File: config.mk
export PLATFORM = sky130hd
export DESIGN_NAME = mrx_core
export DESIGN_NICKNAME = d
export VERILOG_FILES = /design/src/common/mrx_pkg.sv /design/src/common/mrx_stack_if.sv /design/src/verilog/mrx_stack.sv /design/src/verilog/mrx_core.sv
export VERILOG_INCLUDE_DIRS = /design/src /design/src/common
export SDC_FILE = /design/constraint.sdc
export NUM_CORES = 1
export LEC_CHECK = 0
export BUFFER_PORTS_ARGS = -buffer_cell sky130_fd_sc_hd__buf_4
export CORE_MARGIN = 4
export CORE_UTILIZATION = 40
export DETAILED_ROUTE_END_ITERATION = 12
export HOLD_SLACK_MARGIN = 0.08
export SLEW_MARGIN = 20
export SYNTH_ARGS = -nofsm -noshare
export SYNTH_HDL_FRONTEND = slang
export SYNTH_HIERARCHICAL = 1
export SYNTH_SLANG_ARGS = --single-unit
File: constraint.sdc
create_clock -name clk -period 4 [get_ports clk]
set_input_delay 1.2 -clock clk [delete_from_list [all_inputs] [get_ports clk]]
set_output_delay 1.2 -clock clk [all_outputs]
set_load 0.02 [all_outputs]
File: src/common/mrx_defines.svh
// constants for the move-and-return execution block
// assumes a 14-bit program word, 13-bit program counter, 7-bit file address
//
// Functional notes
// - the store-accumulator instruction writes the accumulator to the 7-bit file address 0..127 and touches no flag.
// - the load-literal instruction puts its 8-bit literal into the accumulator and touches no flag.
// - the interrupt-return instruction pops the stack and loads the popped top into the program counter.
// - the interrupt-return instruction also sets the global interrupt enable, bit 7 of the interrupt control register, and touches no flag.
// - the interrupt-return instruction is one word and takes two instruction cycles.
// - the literal-return instruction puts its 8-bit literal into the accumulator and touches no flag.
// - the literal-return instruction pops the stack and loads the return address into the program counter.
// - the literal-return instruction takes two instruction cycles.
`ifndef MRX_DEFINES_SVH
`define MRX_DEFINES_SVH

`define MRX_WORD_W        14
`define MRX_PC_W          13
`define MRX_DATA_W        8
`define MRX_FADDR_W       7
`define MRX_STACK_DEPTH   8
`define MRX_STACK_PTR_W   3
`define MRX_GIE_BIT       7

// opcode fields
`define MRX_OP_MOVE_MASK  14'h3f80
`define MRX_OP_STORE_ACC  14'h0080
`define MRX_OP_NOP_MASK   14'h3f9f
`define MRX_OP_NOP        14'h0000
`define MRX_OP_IRET       14'h0009
`define MRX_OP_LIT_MASK   14'h3c00
`define MRX_OP_LOAD_LIT   14'h3000
`define MRX_OP_LIT_RET    14'h3400

// reset values
`define MRX_PC_RST        13'h0000
`define MRX_ACC_RST       8'h00
`define MRX_IRQ_CTRL_RST  8'h00

`endif

File: src/common/mrx_pkg.sv
// types shared by the execution block and its stack
// assumes mrx_defines.svh is on the include path
`include "mrx_defines.svh"

package mrx_pkg;
    typedef logic [`MRX_WORD_W-1:0]  mrx_word_t;
    typedef logic [`MRX_PC_W-1:0]    mrx_pc_t;
    typedef logic [`MRX_DATA_W-1:0]  mrx_data_t;
    typedef logic [`MRX_FADDR_W-1:0] mrx_faddr_t;

    typedef enum logic [2:0] {
        MRX_OP_STORE,
        MRX_OP_LOAD,
        MRX_OP_NONE,
        MRX_OP_IRET,
        MRX_OP_LRET,
        MRX_OP_OTHER
    } mrx_op_t;

    typedef enum logic {
        MRX_ST_EXEC,
        MRX_ST_SECOND
    } mrx_state_t;
endpackage

File: src/common/mrx_stack_if.sv
// carrier between the executor and its return-address stack
// assumes both ends share clk
`timescale 1ns/1ps
`include "mrx_defines.svh"

interface mrx_stack_if;
    logic            push;
    logic            pop;
    mrx_pkg::mrx_pc_t push_data;
    mrx_pkg::mrx_pc_t top;

    modport core (output push, output pop, output push_data, input top);
    modport mem  (input push, input pop, input push_data, output top);
endinterface

File: src/verilog/mrx_stack.sv
// circular return-address stack with a registered top-of-stack
// assumes push and pop never arrive together; push takes priority
`timescale 1ns/1ps
`include "mrx_defines.svh"

module mrx_stack (
    input wire logic    clk,
    input wire logic    rst_b,
    input wire logic    ce,
    mrx_stack_if.mem    stk
);
    mrx_pkg::mrx_pc_t                 mem_reg [`MRX_STACK_DEPTH];
    logic [`MRX_STACK_PTR_W-1:0]      ptr_reg;

    function automatic logic [`MRX_STACK_PTR_W-1:0] ptr_back(
        input logic [`MRX_STACK_PTR_W-1:0] p,
        input logic [`MRX_STACK_PTR_W-1:0] n
    );
        ptr_back = p - n;
    endfunction

    ////////////////////////////////////////////////////////////////////////////
    // overflow wraps and overwrites the oldest entry, as a fixed stack does
    always_ff @(posedge clk) begin
        if (ce && stk.push) begin
            mem_reg[ptr_reg] <= stk.push_data;
        end
    end

    always_ff @(posedge clk) begin
        if (!rst_b) begin
            ptr_reg <= '0;
        end else if (ce && stk.push) begin
            ptr_reg <= ptr_reg + 3'h1;
        end else if (ce && stk.pop) begin
            ptr_reg <= ptr_back(ptr_reg, 3'h1);
        end
    end

    // read data always come from a register so the popped value is clean
    always_ff @(posedge clk) begin
        if (!rst_b) begin
            stk.top <= `MRX_PC_RST;
        end else if (ce && stk.push) begin
            stk.top <= stk.push_data;
        end else if (ce && stk.pop) begin
            stk.top <= mem_reg[ptr_back(ptr_reg, 3'h2)];
        end
    end
endmodule

File: src/verilog/mrx_core.sv
// executor for store-accumulator, load-literal, no-operation and both returns
// assumes program memory returns the word at pc in the same cycle and that
// the rest of the core pushes return addresses through push_req
`timescale 1ns/1ps
`include "mrx_defines.svh"

module mrx_core (
    input  wire logic                      clk,
    input  wire logic                      rst_b,
    input  wire logic                      ce,
    input  wire logic [`MRX_WORD_W-1:0]    instr_word,
    input  wire logic                      push_req,
    input  wire logic [`MRX_PC_W-1:0]      push_addr,
    input  wire logic                      gie_clear,
    output logic      [`MRX_PC_W-1:0]      pc,
    output logic      [`MRX_DATA_W-1:0]    accumulator,
    output logic      [`MRX_DATA_W-1:0]    irq_control,
    output logic                           file_we,
    output logic      [`MRX_FADDR_W-1:0]   file_addr,
    output logic      [`MRX_DATA_W-1:0]    file_wdata,
    output logic                           second_cycle,
    output logic                           unknown_op
);
    mrx_stack_if            stk ();
    mrx_pkg::mrx_state_t    state_reg;
    mrx_pkg::mrx_op_t       op;
    logic                   run;

    mrx_stack u_stack (
        .clk   (clk),
        .rst_b (rst_b),
        .ce    (ce),
        .stk   (stk)
    );

    function automatic mrx_pkg::mrx_op_t decode(input logic [`MRX_WORD_W-1:0] w);
        if ((w & `MRX_OP_MOVE_MASK) == `MRX_OP_STORE_ACC) begin
            decode = mrx_pkg::MRX_OP_STORE;
        end else if ((w & `MRX_OP_LIT_MASK) == `MRX_OP_LOAD_LIT) begin
            decode = mrx_pkg::MRX_OP_LOAD;
        end else if ((w & `MRX_OP_LIT_MASK) == `MRX_OP_LIT_RET) begin
            decode = mrx_pkg::MRX_OP_LRET;
        end else if (w == `MRX_OP_IRET) begin
            decode = mrx_pkg::MRX_OP_IRET;
        end else if ((w & `MRX_OP_NOP_MASK) == `MRX_OP_NOP) begin
            decode = mrx_pkg::MRX_OP_NONE;
        end else begin
            decode = mrx_pkg::MRX_OP_OTHER;
        end
    endfunction

    function automatic logic is_return(input mrx_pkg::mrx_op_t o);
        is_return = (o == mrx_pkg::MRX_OP_IRET) || (o == mrx_pkg::MRX_OP_LRET);
    endfunction

    ////////////////////////////////////////////////////////////////////////////
    // decode; the word fetched during the second cycle of a return is dropped
    always_comb begin
        op  = decode(instr_word);
        run = ce && (state_reg == mrx_pkg::MRX_ST_EXEC);
    end

    // return pops the stack; a return wins a clash and blocks the push from the call logic
    always_comb begin
        stk.push      = push_req && !(run && is_return(op));
        stk.push_data = push_addr;
        stk.pop       = run && is_return(op);
    end

    ////////////////////////////////////////////////////////////////////////////
    // sequencing: returns take a second cycle, all else takes one
    always_ff @(posedge clk) begin
        if (!rst_b) begin
            state_reg <= mrx_pkg::MRX_ST_EXEC;
        end else if (ce) begin
            unique case (state_reg)
                mrx_pkg::MRX_ST_EXEC: begin
                    if (is_return(op)) begin
                        state_reg <= mrx_pkg::MRX_ST_SECOND;
                    end
                end
                mrx_pkg::MRX_ST_SECOND: begin
                    state_reg <= mrx_pkg::MRX_ST_EXEC;
                end
            endcase
        end
    end

    always_ff @(posedge clk) begin
        if (!rst_b) begin
            second_cycle <= 1'b0;
        end else if (ce) begin
            second_cycle <= run && is_return(op);
        end
    end

    ////////////////////////////////////////////////////////////////////////////
    // program counter
    always_ff @(posedge clk) begin
        if (!rst_b) begin
            pc <= `MRX_PC_RST;
        end else if (run) begin
            if (is_return(op)) begin
                pc <= stk.top;
            end else begin
                pc <= pc + 13'h0001;
            end
        end
    end

    ////////////////////////////////////////////////////////////////////////////
    // accumulator; no flag is kept here, so no status can change
    always_ff @(posedge clk) begin
        if (!rst_b) begin
            accumulator <= `MRX_ACC_RST;
        end else if (run && (op == mrx_pkg::MRX_OP_LOAD)) begin
            accumulator <= instr_word[`MRX_DATA_W-1:0];
        end else if (run && (op == mrx_pkg::MRX_OP_LRET)) begin
            accumulator <= instr_word[`MRX_DATA_W-1:0];
        end
    end

    ////////////////////////////////////////////////////////////////////////////
    // file register write port, one-cycle strobe
    always_ff @(posedge clk) begin
        if (!rst_b) begin
            file_we    <= 1'b0;
            file_addr  <= '0;
            file_wdata <= '0;
        end else if (ce) begin
            file_we <= run && (op == mrx_pkg::MRX_OP_STORE);
            if (run && (op == mrx_pkg::MRX_OP_STORE)) begin
                file_addr  <= instr_word[`MRX_FADDR_W-1:0];
                file_wdata <= accumulator;
            end
        end
    end

    ////////////////////////////////////////////////////////////////////////////
    // interrupt control: only the enable bit lives here; the set of an interrupt return
    // wins over a clear from the interrupt logic in the same cycle
    always_ff @(posedge clk) begin
        if (!rst_b) begin
            irq_control <= `MRX_IRQ_CTRL_RST;
        end else if (run && (op == mrx_pkg::MRX_OP_IRET)) begin
            irq_control[`MRX_GIE_BIT] <= 1'b1;
        end else if (ce && gie_clear) begin
            irq_control[`MRX_GIE_BIT] <= 1'b0;
        end
    end

    // words outside this group execute as no-operation and are flagged
    always_ff @(posedge clk) begin
        if (!rst_b) begin
            unknown_op <= 1'b0;
        end else if (ce) begin
            unknown_op <= run && (op == mrx_pkg::MRX_OP_OTHER);
        end
    end
endmodule

; ---- Yosys cells after proc, flatten, opt, wreduce, memory -nomap -nowiden
; Memories as Yosys holds them, arrays and structs flattened.
; Index checks and enable logic that the tools add are counted.
[classes]
addsub = 4
n_eq_ne = 8
muxes = 18
bitwise_logic = 1
reduce_logical = 19
[ops]
columns = operator, count
row1 = 2-to-1 mux 13 bit, 3
row2 = 2-to-1 mux 3 bit, 7
row3 = 2-to-1 mux 8 bit, 2
row4 = == test 14 x 4 -> 1 bit (second input constant), 1
row5 = zero test 14 bit, 1
row6 = adder 13 x 1 -> 13 bit (second input constant), 1
row7 = logical AND 1 bit, 11
row8 = == test 4 bit (second input constant), 2
row9 = == test 7 x 1 -> 1 bit (second input constant), 1
row10 = == test 3 bit (second input constant), 2
row11 = nonzero test 2 bit, 3
row12 = 2-to-1 mux 1 bit, 5
row13 = adder 3 x 1 -> 3 bit (second input constant), 1
row14 = == test 3 x 1 -> 1 bit (second input constant), 1
row15 = == test 3 x 2 -> 1 bit (second input constant), 1
row16 = zero test 3 bit, 1
row17 = subtractor 3 x 1 -> 3 bit (second input constant), 1
row18 = subtractor 3 x 2 -> 3 bit (second input constant), 1
row19 = case mux 1 bit (2 select lines), 1
row20 = AND reduction 2 bit, 1
row21 = zero test 1 bit, 1
row22 = logical OR 1 bit, 1
row23 = NOT 1 bit, 1
[totals]
regBits = 57
ram_bits = 104
inputBits = 32
out_inout_bits = 47
elab_cells = 62
memories = 1
[mem_list]
columns = memory, words, width, read_ports, rd_clocked_by_memory_dff, write_ports, line_no
row1 = u_stack.mem_reg, 8, 13, 1, 0, 1, mrx_stack.sv:12  ; mrx_pkg::mrx_pc_t mem_reg [`MRX_STACK_DEPTH];

; ---- Logic depth before layout (Yosys ltp)
; Gate-level depths: netlist (run 1).
[logic_depth]
word_depth = 14
depth_mapped = 14
ltp_nobuf = 12

; ---- By module
; Netlist (run 1), hierarchy kept.
[modules_own_cells]
columns = module, instances, cells_each, area_per_inst_um2, seq_area_each_um2
row1 = mrx_stack, 1, 260, 4683.2, 3443.3
row2 = mrx_core, 1, 247, 1975.6, 820.8

; ---- Least setup slack after synthesis (run 1)
; No wires, ideal clock.
[synth_path]
path_kind = in2reg
startpoint = in instr_word[5]
endpoint = mem u_stack/mem_reg[2][0] (netlist bit) (enable)
setup_ns = 0.403
t_arrival_ns = 3.703
required_time_ns = 3.597
slack_ns = -0.106
cell_stages = 10
path_buffers = 2
path_cell_list = and4bb_2 -> nand2_1 -> o21a_1 -> buf_6 -> nor2_1 -> nor2b_1 -> and2_1 -> clkinv_1 -> buf_2 -> nor3b_1
[synth_via]
elab_chain_len = 13
elab_cells_between_ends = 14
classes_between = eq/ne: 3 / mux: 6 / reduce/logical: 5
[synth_lines]
columns = item, line_no
row1 = start: declaration, mrx_core.sv:11  ; input wire logic [`MRX_WORD_W-1:0] instr_word,
row2 = == test 14 x 4 -> 1 bit (no source line) *, --
row3 = 2-to-1 mux 3 bit *, mrx_core.sv:43  ; end else if (w == `MRX_OP_IRET) begin
row4 = 2-to-1 mux 3 bit *, mrx_core.sv:41  ; end else if ((w & `MRX_OP_LIT_MASK) == `MRX_OP_LIT_RET) begin
row5 = 2-to-1 mux 3 bit *, mrx_core.sv:39  ; end else if ((w & `MRX_OP_LIT_MASK) == `MRX_OP_LOAD_LIT) begin
row6 = 2-to-1 mux 3 bit *, mrx_core.sv:37  ; if ((w & `MRX_OP_MOVE_MASK) == `MRX_OP_STORE_ACC) begin
row7 = == test 3 x 2 -> 1 bit / == test 3 bit (equally long branches), --
row8 = logical OR 1 bit *, --
row9 = logical AND 1 bit *, --
row10 = net stk.pop, mrx_stack_if.sv:8  ; logic pop;
row11 = zero test 1 bit *, mrx_core.sv:65  ; stk.push = push_req && !(run && is_return(op));
row12 = logical AND 1 bit *, mrx_core.sv:65
row13 = net stk.push, mrx_stack_if.sv:7  ; logic push;
row14 = logical AND 1 bit *, mrx_stack.sv:25  ; if (ce && stk.push) begin
row15 = 2-to-1 mux 1 bit *, mrx_stack.sv:25
row16 = 2-to-1 mux 1 bit (implied by the code) *, mrx_stack.sv:26  ; mem_reg[ptr_reg] <= stk.push_data;
row17 = end: declaration, mrx_stack.sv:12
; The timed path passes the listed nets; every way through them passes the cells marked *.

; ---- Worst setup path in the final report (run 1)
[layout_path]
startpoint = in instr_word[0]
endpoint = reg u_stack.ptr_reg[2]
[layout_via]
elab_chain_len = 13
elab_cells_between_ends = 17
classes_between = eq/ne: 3 / mux: 6 / reduce/logical: 8
[layout_lines]
columns = item, line_no
row1 = zero test 14 bit (no source line), --
row2 = 2-to-1 mux 3 bit, mrx_core.sv:45  ; end else if ((w & `MRX_OP_NOP_MASK) == `MRX_OP_NOP) begin
row3 = 2-to-1 mux 3 bit *, mrx_core.sv:43
row4 = 2-to-1 mux 3 bit *, mrx_core.sv:41
row5 = 2-to-1 mux 3 bit *, mrx_core.sv:39
row6 = 2-to-1 mux 3 bit *, mrx_core.sv:37
row7 = == test 3 x 2 -> 1 bit / == test 3 bit (equally long branches), mrx_core.sv:53  ; is_return = (o == mrx_pkg::MRX_OP_IRET) || (o == mrx_pkg::MRX_OP_LRET);
row8 = logical OR 1 bit *, mrx_core.sv:53
row9 = logical AND 1 bit *, mrx_core.sv:67  ; stk.pop = run && is_return(op);
row10 = net stk.pop, mrx_stack_if.sv:8
row11 = zero test 1 bit *, mrx_core.sv:65
row12 = logical AND 1 bit *, mrx_core.sv:65
row13 = net stk.push, mrx_stack_if.sv:7
row14 = logical AND 1 bit *, mrx_stack.sv:33  ; end else if (ce && stk.push) begin
row15 = 2-to-1 mux 3 bit / nonzero test 2 bit (equally long branches), --
row16 = end signal: assignment, mrx_stack.sv:34  ; ptr_reg <= ptr_reg + 3'h1;
row17 = end signal: assignment, mrx_stack.sv:36  ; ptr_reg <= ptr_back(ptr_reg, 3'h1);
row18 = end: declaration, mrx_stack.sv:13  ; logic [`MRX_STACK_PTR_W-1:0] ptr_reg;
; Marked as above.
; A chain may end at the register's enable or synchronous reset.

==> summary.md, run 1 <==
| Metric | Value |
|---|---|
| Run status | complete, no violations |
| Clock Skews | 0.00562 ns |
| Cells taking the most area after synthesis | edfxtp_1, dfxtp_1, mux2i_1, mux4_2, nand2_1 |
| Main combinational cell family by area after synthesis | simple AND/OR/NAND/NOR gates |
| Area of placed instances | 7430 sq um |
| Number of flip-flops under the largest register name | 104 |
| Average routed wire per standard cell | 18.8 um |
| Part of the total power dissipated in sequential elements | 51.4% |
| Synthesized instance count | 507 |
| Post-Place Worst Slack | 0.436 ns |
| Hold-critical path endpoint | file_wdata[0]$_SDFFE_PN0P_ |
| Max-slew violation total from the final report | 0 |
| Compound-gate portion of the synthesized area | 9.64% |
| Biggest cell delay along the critical path | 0.40 ns |
| Portion of synthesized cell area occupied by the leading cell type | 46.9% |
| Slew @ Worst Pin | 0.897 ns |
| Startpoint of the worst hold path | file_wdata[0]$_SDFFE_PN0P_ |
| Number of cells traversed by the worst register-to-register path | 7 |
| Yosys warnings | 6 |
| Final Critical Period | 3.17 ns |
| Power per cell area | 447 nW/um^2 |
| TNS Setup | 0 ns |
| Total track usage | 17.2% |
| RR Endpoint | u_stack/stk.top[5]$_SDFFE_PN0P_ |
| First-pass GRT wire length | 24.3 mm |
| Top fanout value on the critical path | 5 |
| Post_cts resized | 0 |
| Gate power share | 7.1% |
| Clock transition time at the flip-flop clock pins of the worst setup and hold paths | 0.06 ns |
| Kind of path behind the tightest hold check | reg2reg |
| Total CTS buffers | 17 |
| Leakage | 2.79 nW |
| Avg Inst Size Synth | 13.1 sq um |
| Die Span Y | 137 um |
| Number of enable-type register cells in the synthesized netlist | 104 |
| Count of buffers added by post-CTS timing repair for setup | 0 |
| Portion of total power attributed to the clock network | 41.4% |
| Largest area contributor in the netlist | edfxtp_1 |
| Final worst path period share | 79.2% |
| Post-route setup slack | 0.830 ns |
| Number of instances on the worst hold path | 2 |
| Commonest cells in the synthesized netlist | edfxtp_1, dfxtp_1, nand2_1, mux2i_1, nor2_1 |
| Async set or reset register ratio after synthesis | 0% |
| Relative slew slack | 39.8% |
| Register-to-register setup slack | 1.75 ns |
| Largest net degree at the start of global routing | 33 |
| Register bit total from synthesis | 161 |
| Via/cell ratio | 5.37 |
| H-tree levels | 4 |
| Xor and xnor fraction of the mapped netlist area | 0.263% |
| Critical Path End Type | flop |
| Clock latency at the later pin of the worst-skew pair | 0.42 ns |
| Dominant cell type by count on the critical path | and2_1 |
| Number of hold buffers added after cts | 0 |
| Required time of the critical path | 4.32 ns |
| Number of antenna violations at the first check in global routing | 0 |
| HPWL after detailed placement | 9.96 mm |
| Synthesized-area fraction occupied by adder cells | 1.24% |
| DRT antenna net count | 0 |
| Number of placement rows | 46 |
| Number of buffers on the longest clock path | 2 |
| Length of the first detailed-routing pass in iterations | 4 |
| Peak Freq | 316 MHz |
| Total detailed-routing wirelength | 15.3 mm |
| Post-synthesis cell area | 6660 sq um |
| Share of the core filled with cells | 49.5% |
| Chip Width | 137 um |
| Final number of hold-violating endpoints | 0 |
| Initial Util | 41.3% |
| Series of cell instances along the critical path | buf_4 -> and4bb_2 -> nand2_1 -> o21a_1 -> nor2_1 -> nor2b_1 -> and2_1 -> clkinv_1 -> fa_1 -> nor3b_1 -> o21ai_0 -> xnor2_1 -> and2_1 |
| TritonCTS clock tree | built |
| Most common cell in the netlist | edfxtp_1 |
| Count of routing violations after the opening detailed-route iteration | 301 |
| Count of vias placed by the detailed router | 4368 |
| Ports | 79 |
| Setup-failing EPs final | 0 |
| Largest voltage drop on the vdd net | 301 uV |
| Placer congestion estimate | 0.758 |
| Post-route standard cell area excluding fillers | 7970 sq um |
| Area added between synthesis and finish | 19.7% |
| Switching share of power | 23.6% |
| Unrepaired setup endpoints after global routing | no |
| Number of distinct standard cells referenced by the synthesized netlist | 52 |
| Total net switching power | 0.000840 W |
| Internal power summed over all cells | 0.00272 W |
| Setup CP Type | in2reg |
| Portion of netlist area occupied by mux cells | 9.92% |
| Number of nets at the end of the flow | 624 |
| Simple-gate share of the synthesized area | 11.7% |
| Type of element launching the critical path | input pin |
| Sequential element share of the synthesized area | 64.0% |
| Area of the die | 18800 sq um |
| Share of post-route cells with drive strength above 1 | 22.7% |
| Critical register-to-register path startpoint | u_stack/ptr_reg[1]$_SDFFE_PN0P_ |
| Number of global-route vias before repair | 4380 |
| Synth Flop Type | edfxtp_1 |
| Core region area | 16100 sq um |
| IO Port Bufs | 71 |
| Number of maximum-capacitance violations | 0 |
| Antenna Diode Count | 0 |
| Clock Sink Count | 161 |
| Data arrival time of the worst path | 3.49 ns |
| Slowest cell on crit path | fa_1 |
| Number of remaining DRC errors | 0 |
| Total grt overflow | 0 |
| Root Buffer | clkbuf_16 |
-- power by group through the flow --
stage | Sequential (W) | Clock (W) | Combinational (W)
after global placement | 0.00187 | 0 | 0.000250
after CTS | 0.00183 | 0.00151 | 0.000257
after detailed placement | 0.00187 | 0 | 0.000256
after global routing | 0.00183 | 0.00160 | 0.000279
final | 0.00183 | 0.00148 | 0.000254
after floorplan | 0.00186 | 0 | 0.000159
-- critical path: cells and delay by family --
family | cells | cell delay, ns
xor+xnor | 1 | 0.13
compound gates | 2 | 0.25
simple gates | 7 | 1.24
fa+ha+maj | 1 | 0.40
buf+inv | 2 | 0.25
-- cell usage in the layout, fill, tap and decap left out, drive strengths merged, types with 7 or more instances in the layout --
| cell | count |
|---|---|
| buf | 86 |
| and3 | 12 |
| clkinv | 9 |
| inv | 8 |
| edfxtp | 104 |
| mux4 | 13 |
| clkbuf | 18 |
| a211oi | 7 |
| nor2 | 36 |
| mux2i | 36 |
| a21oi | 30 |
| nor4 | 8 |
| o221ai | 23 |
| conb | 7 |
| dfxtp | 57 |
| o21ai | 11 |
| nand2 | 55 |
| nand3 | 8 |
-- layer usage --
layer | wire length [um] | GRT usage, %
met1 | 6890 | 23.5
met2 | 7460 | 27.0
met3 | 747 | 4.12
met4 | 190 | 5.60
met5 | 0 | 0
-- metrics by stage --
step | hold slack, ns | std cells | power, W
after floorplan | 0.451 | 513 | 0.00202
after global placement | 0.446 | 783 | 0.00212
after detailed placement | 0.449 | 783 | 0.00212
after CTS | 0.458 | 814 | 0.00360
after global routing | 0.478 | 814 | 0.00372
final | 0.456 | 814 | 0.00356
-- area by class of cell --
class	count	area, sq um
fill	1429	8140
clock inverter	13	104
inverter	6	22.5
tap	216	270
clock buffer	18	439
sequential	161	4270
multi-input combinational	314	2230
timing repair buffer	86	646
-- logic make-up after synthesis --
family          Yosys count
flops                   161
fa+ha+maj                 6
simple gates            155
xor+xnor                  2
mux                      49
compound gates           95
buf+inv                  38
other cells               1
-- worst max-delay path by stage --
stage / end / cells after the start / from / slack [ns]
final: u_stack/ptr_reg[2]$_SDFFE_PN0P_ / 13 / instr_word[0] / 0.83
after global placement: u_stack/ptr_reg[2]$_SDFFE_PN0P_ / 13 / instr_word[0] / 0.48
after global routing: u_stack/ptr_reg[2]$_SDFFE_PN0P_ / 13 / instr_word[0] / 0.63
after detailed placement: u_stack/ptr_reg[2]$_SDFFE_PN0P_ / 13 / instr_word[0] / 0.44
after CTS: u_stack/ptr_reg[2]$_SDFFE_PN0P_ / 13 / instr_word[0] / 0.88
after floorplan: u_stack/mem_reg[2][0]$_DFFE_PP_ / 10 / instr_word[5] / -0.11
No activity file was read; power rests on OpenSTA's default activity.
==> run 2, diff against run 1 <==
--- a/config.mk
+++ b/config.mk
@@ -6,6 +6,7 @@
 export SDC_FILE = /design/constraint.sdc
 export NUM_CORES = 1
 export LEC_CHECK = 0
+export ABC_AREA = 1
 export BUFFER_PORTS_ARGS = -buffer_cell sky130_fd_sc_hd__buf_4
 export CORE_MARGIN = 4
 export CORE_UTILIZATION = 40
==> constraint.sdc (replaced) <==
create_clock -name clk -period 3 [get_ports clk]
set_input_delay 0.9 -clock clk [delete_from_list [all_inputs] [get_ports clk]]
set_output_delay 0.9 -clock clk [all_outputs]
set_load 0.02 [all_outputs]
==> run 2 against run 1 <==
Against the previous run: utilization shrank 0.92 points; die area increased by 6.3%; first-iteration DRC count grew 7.6%; worst setup slack got worse by 0.26 ns; combinational power increased by 87%; cell area rose by 5.7%; clock power rose by 52%; synthesized cell count up 49%; register-to-register slack worse by 0.92 ns; critical path type unchanged.
==> summary.md, run 2 <==
| Metric | Value |
|---|---|
| Post-synthesis cell area | 7100 sq um |
| Cell total after placement | 1036 |
| Max-slew violation total from the final report | 0 |
| Synthesized instance count | 755 |
| Final number of hold-violating endpoints | 0 |
| Largest net degree at the start of global routing | 43 |
| TritonCTS clock tree | built |
| Async set or reset register ratio after synthesis | 0% |
| Portion of total power attributed to the clock network | 43.5% |
| Antenna Diode Count | 0 |
| Final Critical Period | 2.43 ns |
| Relative slew slack | 57.6% |
| Required time of the critical path | 3.31 ns |
| Biggest cell delay along the critical path | 0.40 ns |
| Post-Place Worst Slack | 0.170 ns |
| Total detailed-routing wirelength | 16.8 mm |
| Area of the die | 20000 sq um |
| Gate power share | 9.2% |
| Largest voltage drop on the vdd net | 429 uV |
| Setup CP Type | in2reg |
| Switching share of power | 23.6% |
| H-tree levels | 4 |
| Post-route setup slack | 0.574 ns |
| Number of flip-flops under the largest register name | 104 |
| Average routed wire per standard cell | 15.8 um |
| Number of placement rows | 48 |
| Commonest non-fill, non-tap cells in the layout | nand2_1, nand3_1, edfxtp_1 |
| Number of nets at the end of the flow | 868 |
| Final worst path period share | 80.9% |
| First-pass GRT wire length | 26.7 mm |
| Count of vias placed by the detailed router | 5201 |
| Root Buffer | clkbuf_16 |
| Unrepaired setup endpoints after global routing | no |
| Final non-filler cell total | 1067 |
| Part of the total power dissipated in sequential elements | 47.4% |
| Sequential element share of the synthesized area | 60.0% |
| Flip-flop and latch area | 4270 sq um |
| Share of the core filled with cells | 48.6% |
| Total track usage | 17.0% |
| Clock transition time at the flip-flop clock pins of the worst setup and hold paths | 0.06 ns |
| Top fanout value on the critical path | 4 |
| Synth Flop Type | edfxtp_1 |
| Run status | complete, no violations |
| HPWL after detailed placement | 11.2 mm |
| Number of enable-type register cells in the synthesized netlist | 104 |
| Peak Freq | 412 MHz |
| Chip Width | 141 um |
| Length of the first detailed-routing pass in iterations | 4 |
| Kind of path behind the tightest hold check | reg2reg |
| Commonest cells in the synthesized netlist | nand2_1, nand3_1, edfxtp_1, nor2_1, dfxtp_1 |
| Slowest cell on crit path | fa_1 |
| Type of element launching the critical path | input pin |
| Post_cts resized | 0 |
| Cells taking the most area after synthesis | edfxtp_1, dfxtp_1, nand2_1, nand3_1, nor2_1 |
| Number of remaining DRC errors | 0 |
| Most frequent standard cell in the layout excluding fill and tap cells | nand2_1 |
| Data arrival time of the worst path | 2.74 ns |
| Leakage | 3.37 nW |
| Via/cell ratio | 4.87 |
| Area of placed instances | 7810 sq um |
| Number of hold buffers added after cts | 0 |
| IO Port Bufs | 71 |
| DRT antenna net count | 0 |
| Count of routing violations after the opening detailed-route iteration | 324 |
| Largest area contributor in the netlist | edfxtp_1 |
| Buffers and inverters on the worst path | 3 |
| Internal power summed over all cells | 0.00395 W |
| Area added between synthesis and finish | 18.7% |
| Count of buffers added by post-CTS timing repair for setup | 0 |
| Die Span Y | 141 um |
| Total grt overflow | 0 |
| Number of distinct standard cells referenced by the synthesized netlist | 38 |
| Critical Path End Type | flop |
| Number of buffers on the longest clock path | 2 |
| Number of antenna violations at the first check in global routing | 0 |
| Yosys warnings | 6 |
| Avg Inst Size Synth | 9.41 sq um |
| Series of cell instances along the critical path | buf_4 -> inv_1 -> nor2_1 -> nand2_1 -> nor2_2 -> nand2_4 -> nand2_8 -> nand2_2 -> inv_1 -> nor2_1 -> nand2_1 -> fa_1 -> xnor2_1 -> nand2_1 -> o21ai_0 -> nor2_1 |
| Initial Util | 40.9% |
| Core region area | 17400 sq um |
| Total CTS buffers | 17 |
| Post-route standard cell area excluding fillers | 8430 sq um |
| Ports | 79 |
| Clock Sink Count | 161 |
| Fillers | 1638 |
| Total net switching power | 0.00122 W |
| Setup-failing EPs final | 0 |
| Number of maximum-capacitance violations | 0 |
| Clock latency at the later pin of the worst-skew pair | 0.42 ns |
| Register bit total from synthesis | 161 |
| Area of combinational cells with multiple inputs | 2350 sq um |
| Slew @ Worst Pin | 0.635 ns |
| Clock Skews | 0.00955 ns |
| Most common cell in the netlist | nand2_1 |
| Power per cell area | 614 nW/um^2 |
| Portion of synthesized cell area occupied by the leading cell type | 44.0% |
| Number of global-route vias before repair | 4956 |
| Placer congestion estimate | 0.832 |
| Family with the most delay on the worst path | simple AND/OR/NAND/NOR gates |
| Share of post-route cells with drive strength above 1 | 17.3% |
## run 2: changes by cell type in the layout (fill, tap and decap cells not counted), moves of 11 or more
cell,change
mux2i_1,-36
and3_1,-12
a21oi_1,+11
inv_1,+48
o21ai_0,+15
nand2_1,+139
o221ai_1,-23
nand3_1,+114
nor2_1,+33
mux4_2,-11
## run 2: area by class of cell
type,count,share of cell area (%)
flip-flops and latches,161,50.6
clock buffers,17,5.05
repair buffers,91,8.26
multi-input cells,502,27.9
inverters,57,2.57
clock inverters,14,2.24
well taps,225,3.34
## run 2: worst paths after layout
check | from | endpoint | slack, ns | depth (start not counted)
setup reg to reg | u_stack/ptr_reg[1]$_SDFFE_PN0P_ | u_stack/stk.top[9]$_SDFFE_PN0P_ | 0.83 | 7
hold / removal | file_wdata[0]$_SDFFE_PN0P_ | file_wdata[0]$_SDFFE_PN0P_ | 0.46 | 2
hold reg to reg | file_wdata[0]$_SDFFE_PN0P_ | file_wdata[0]$_SDFFE_PN0P_ | 0.46 | 2
setup / recovery | instr_word[3] | u_stack/ptr_reg[2]$_SDFFE_PN0P_ | 0.57 | 16
## run 2: worst reg2reg max path, delay by kind of cell (launching register included)
family / cells / cell delay, ns
buffers and inverters: 3 / 0.59
adder cells (fa/ha/maj): 1 / 0.66
AND/OR/NAND/NOR: 3 / 0.46
flip-flops: 1 / 0.38
## run 2: kinds of logic after synthesis
| group | Yosys count | synth area share [%] |
|---|---|---|
| simple gates | 407 | 25.1 |
| flops | 161 | 60.0 |
| buf+inv | 98 | 7.14 |
| compound gates | 75 | 5.67 |
| xor+xnor | 7 | 0.863 |
| fa+ha+maj | 6 | 1.16 |
| other cells | 1 | 0.0528 |
## run 2: power by group through the flow
stage	clock network [W]	logic, W	registers [W]
2_1_floorplan	0	0.000298	0.00251
3_3_place_gp	0	0.000476	0.00250
3_5_place_dp	0	0.000472	0.00250
4_1_cts	0.00229	0.000476	0.00245
5_1_grt	0.00239	0.000527	0.00246
6_report	0.00225	0.000474	0.00245
## run 2: metal layers
layer	wire length [um]	vias up	global-route usage (%)
met5	0	-	0
met4	225	0	5.71
met3	816	17	3.63
met2	7680	122	26.3
met1	8100	2401	23.9
li1	-	2661	-
## run 2: through the flow
| stage | setup TNS [ns] | total power, W | hold slack (ns) |
|---|---|---|---|
| CTS | 0 | 0.00521 | 0.462 |
| global placement | 0 | 0.00297 | 0.449 |
| finish | 0 | 0.00517 | 0.458 |
| detailed placement | 0 | 0.00297 | 0.453 |
| floorplan | -18.52 | 0.00280 | 0.480 |
| global route | 0 | 0.00537 | 0.477 |
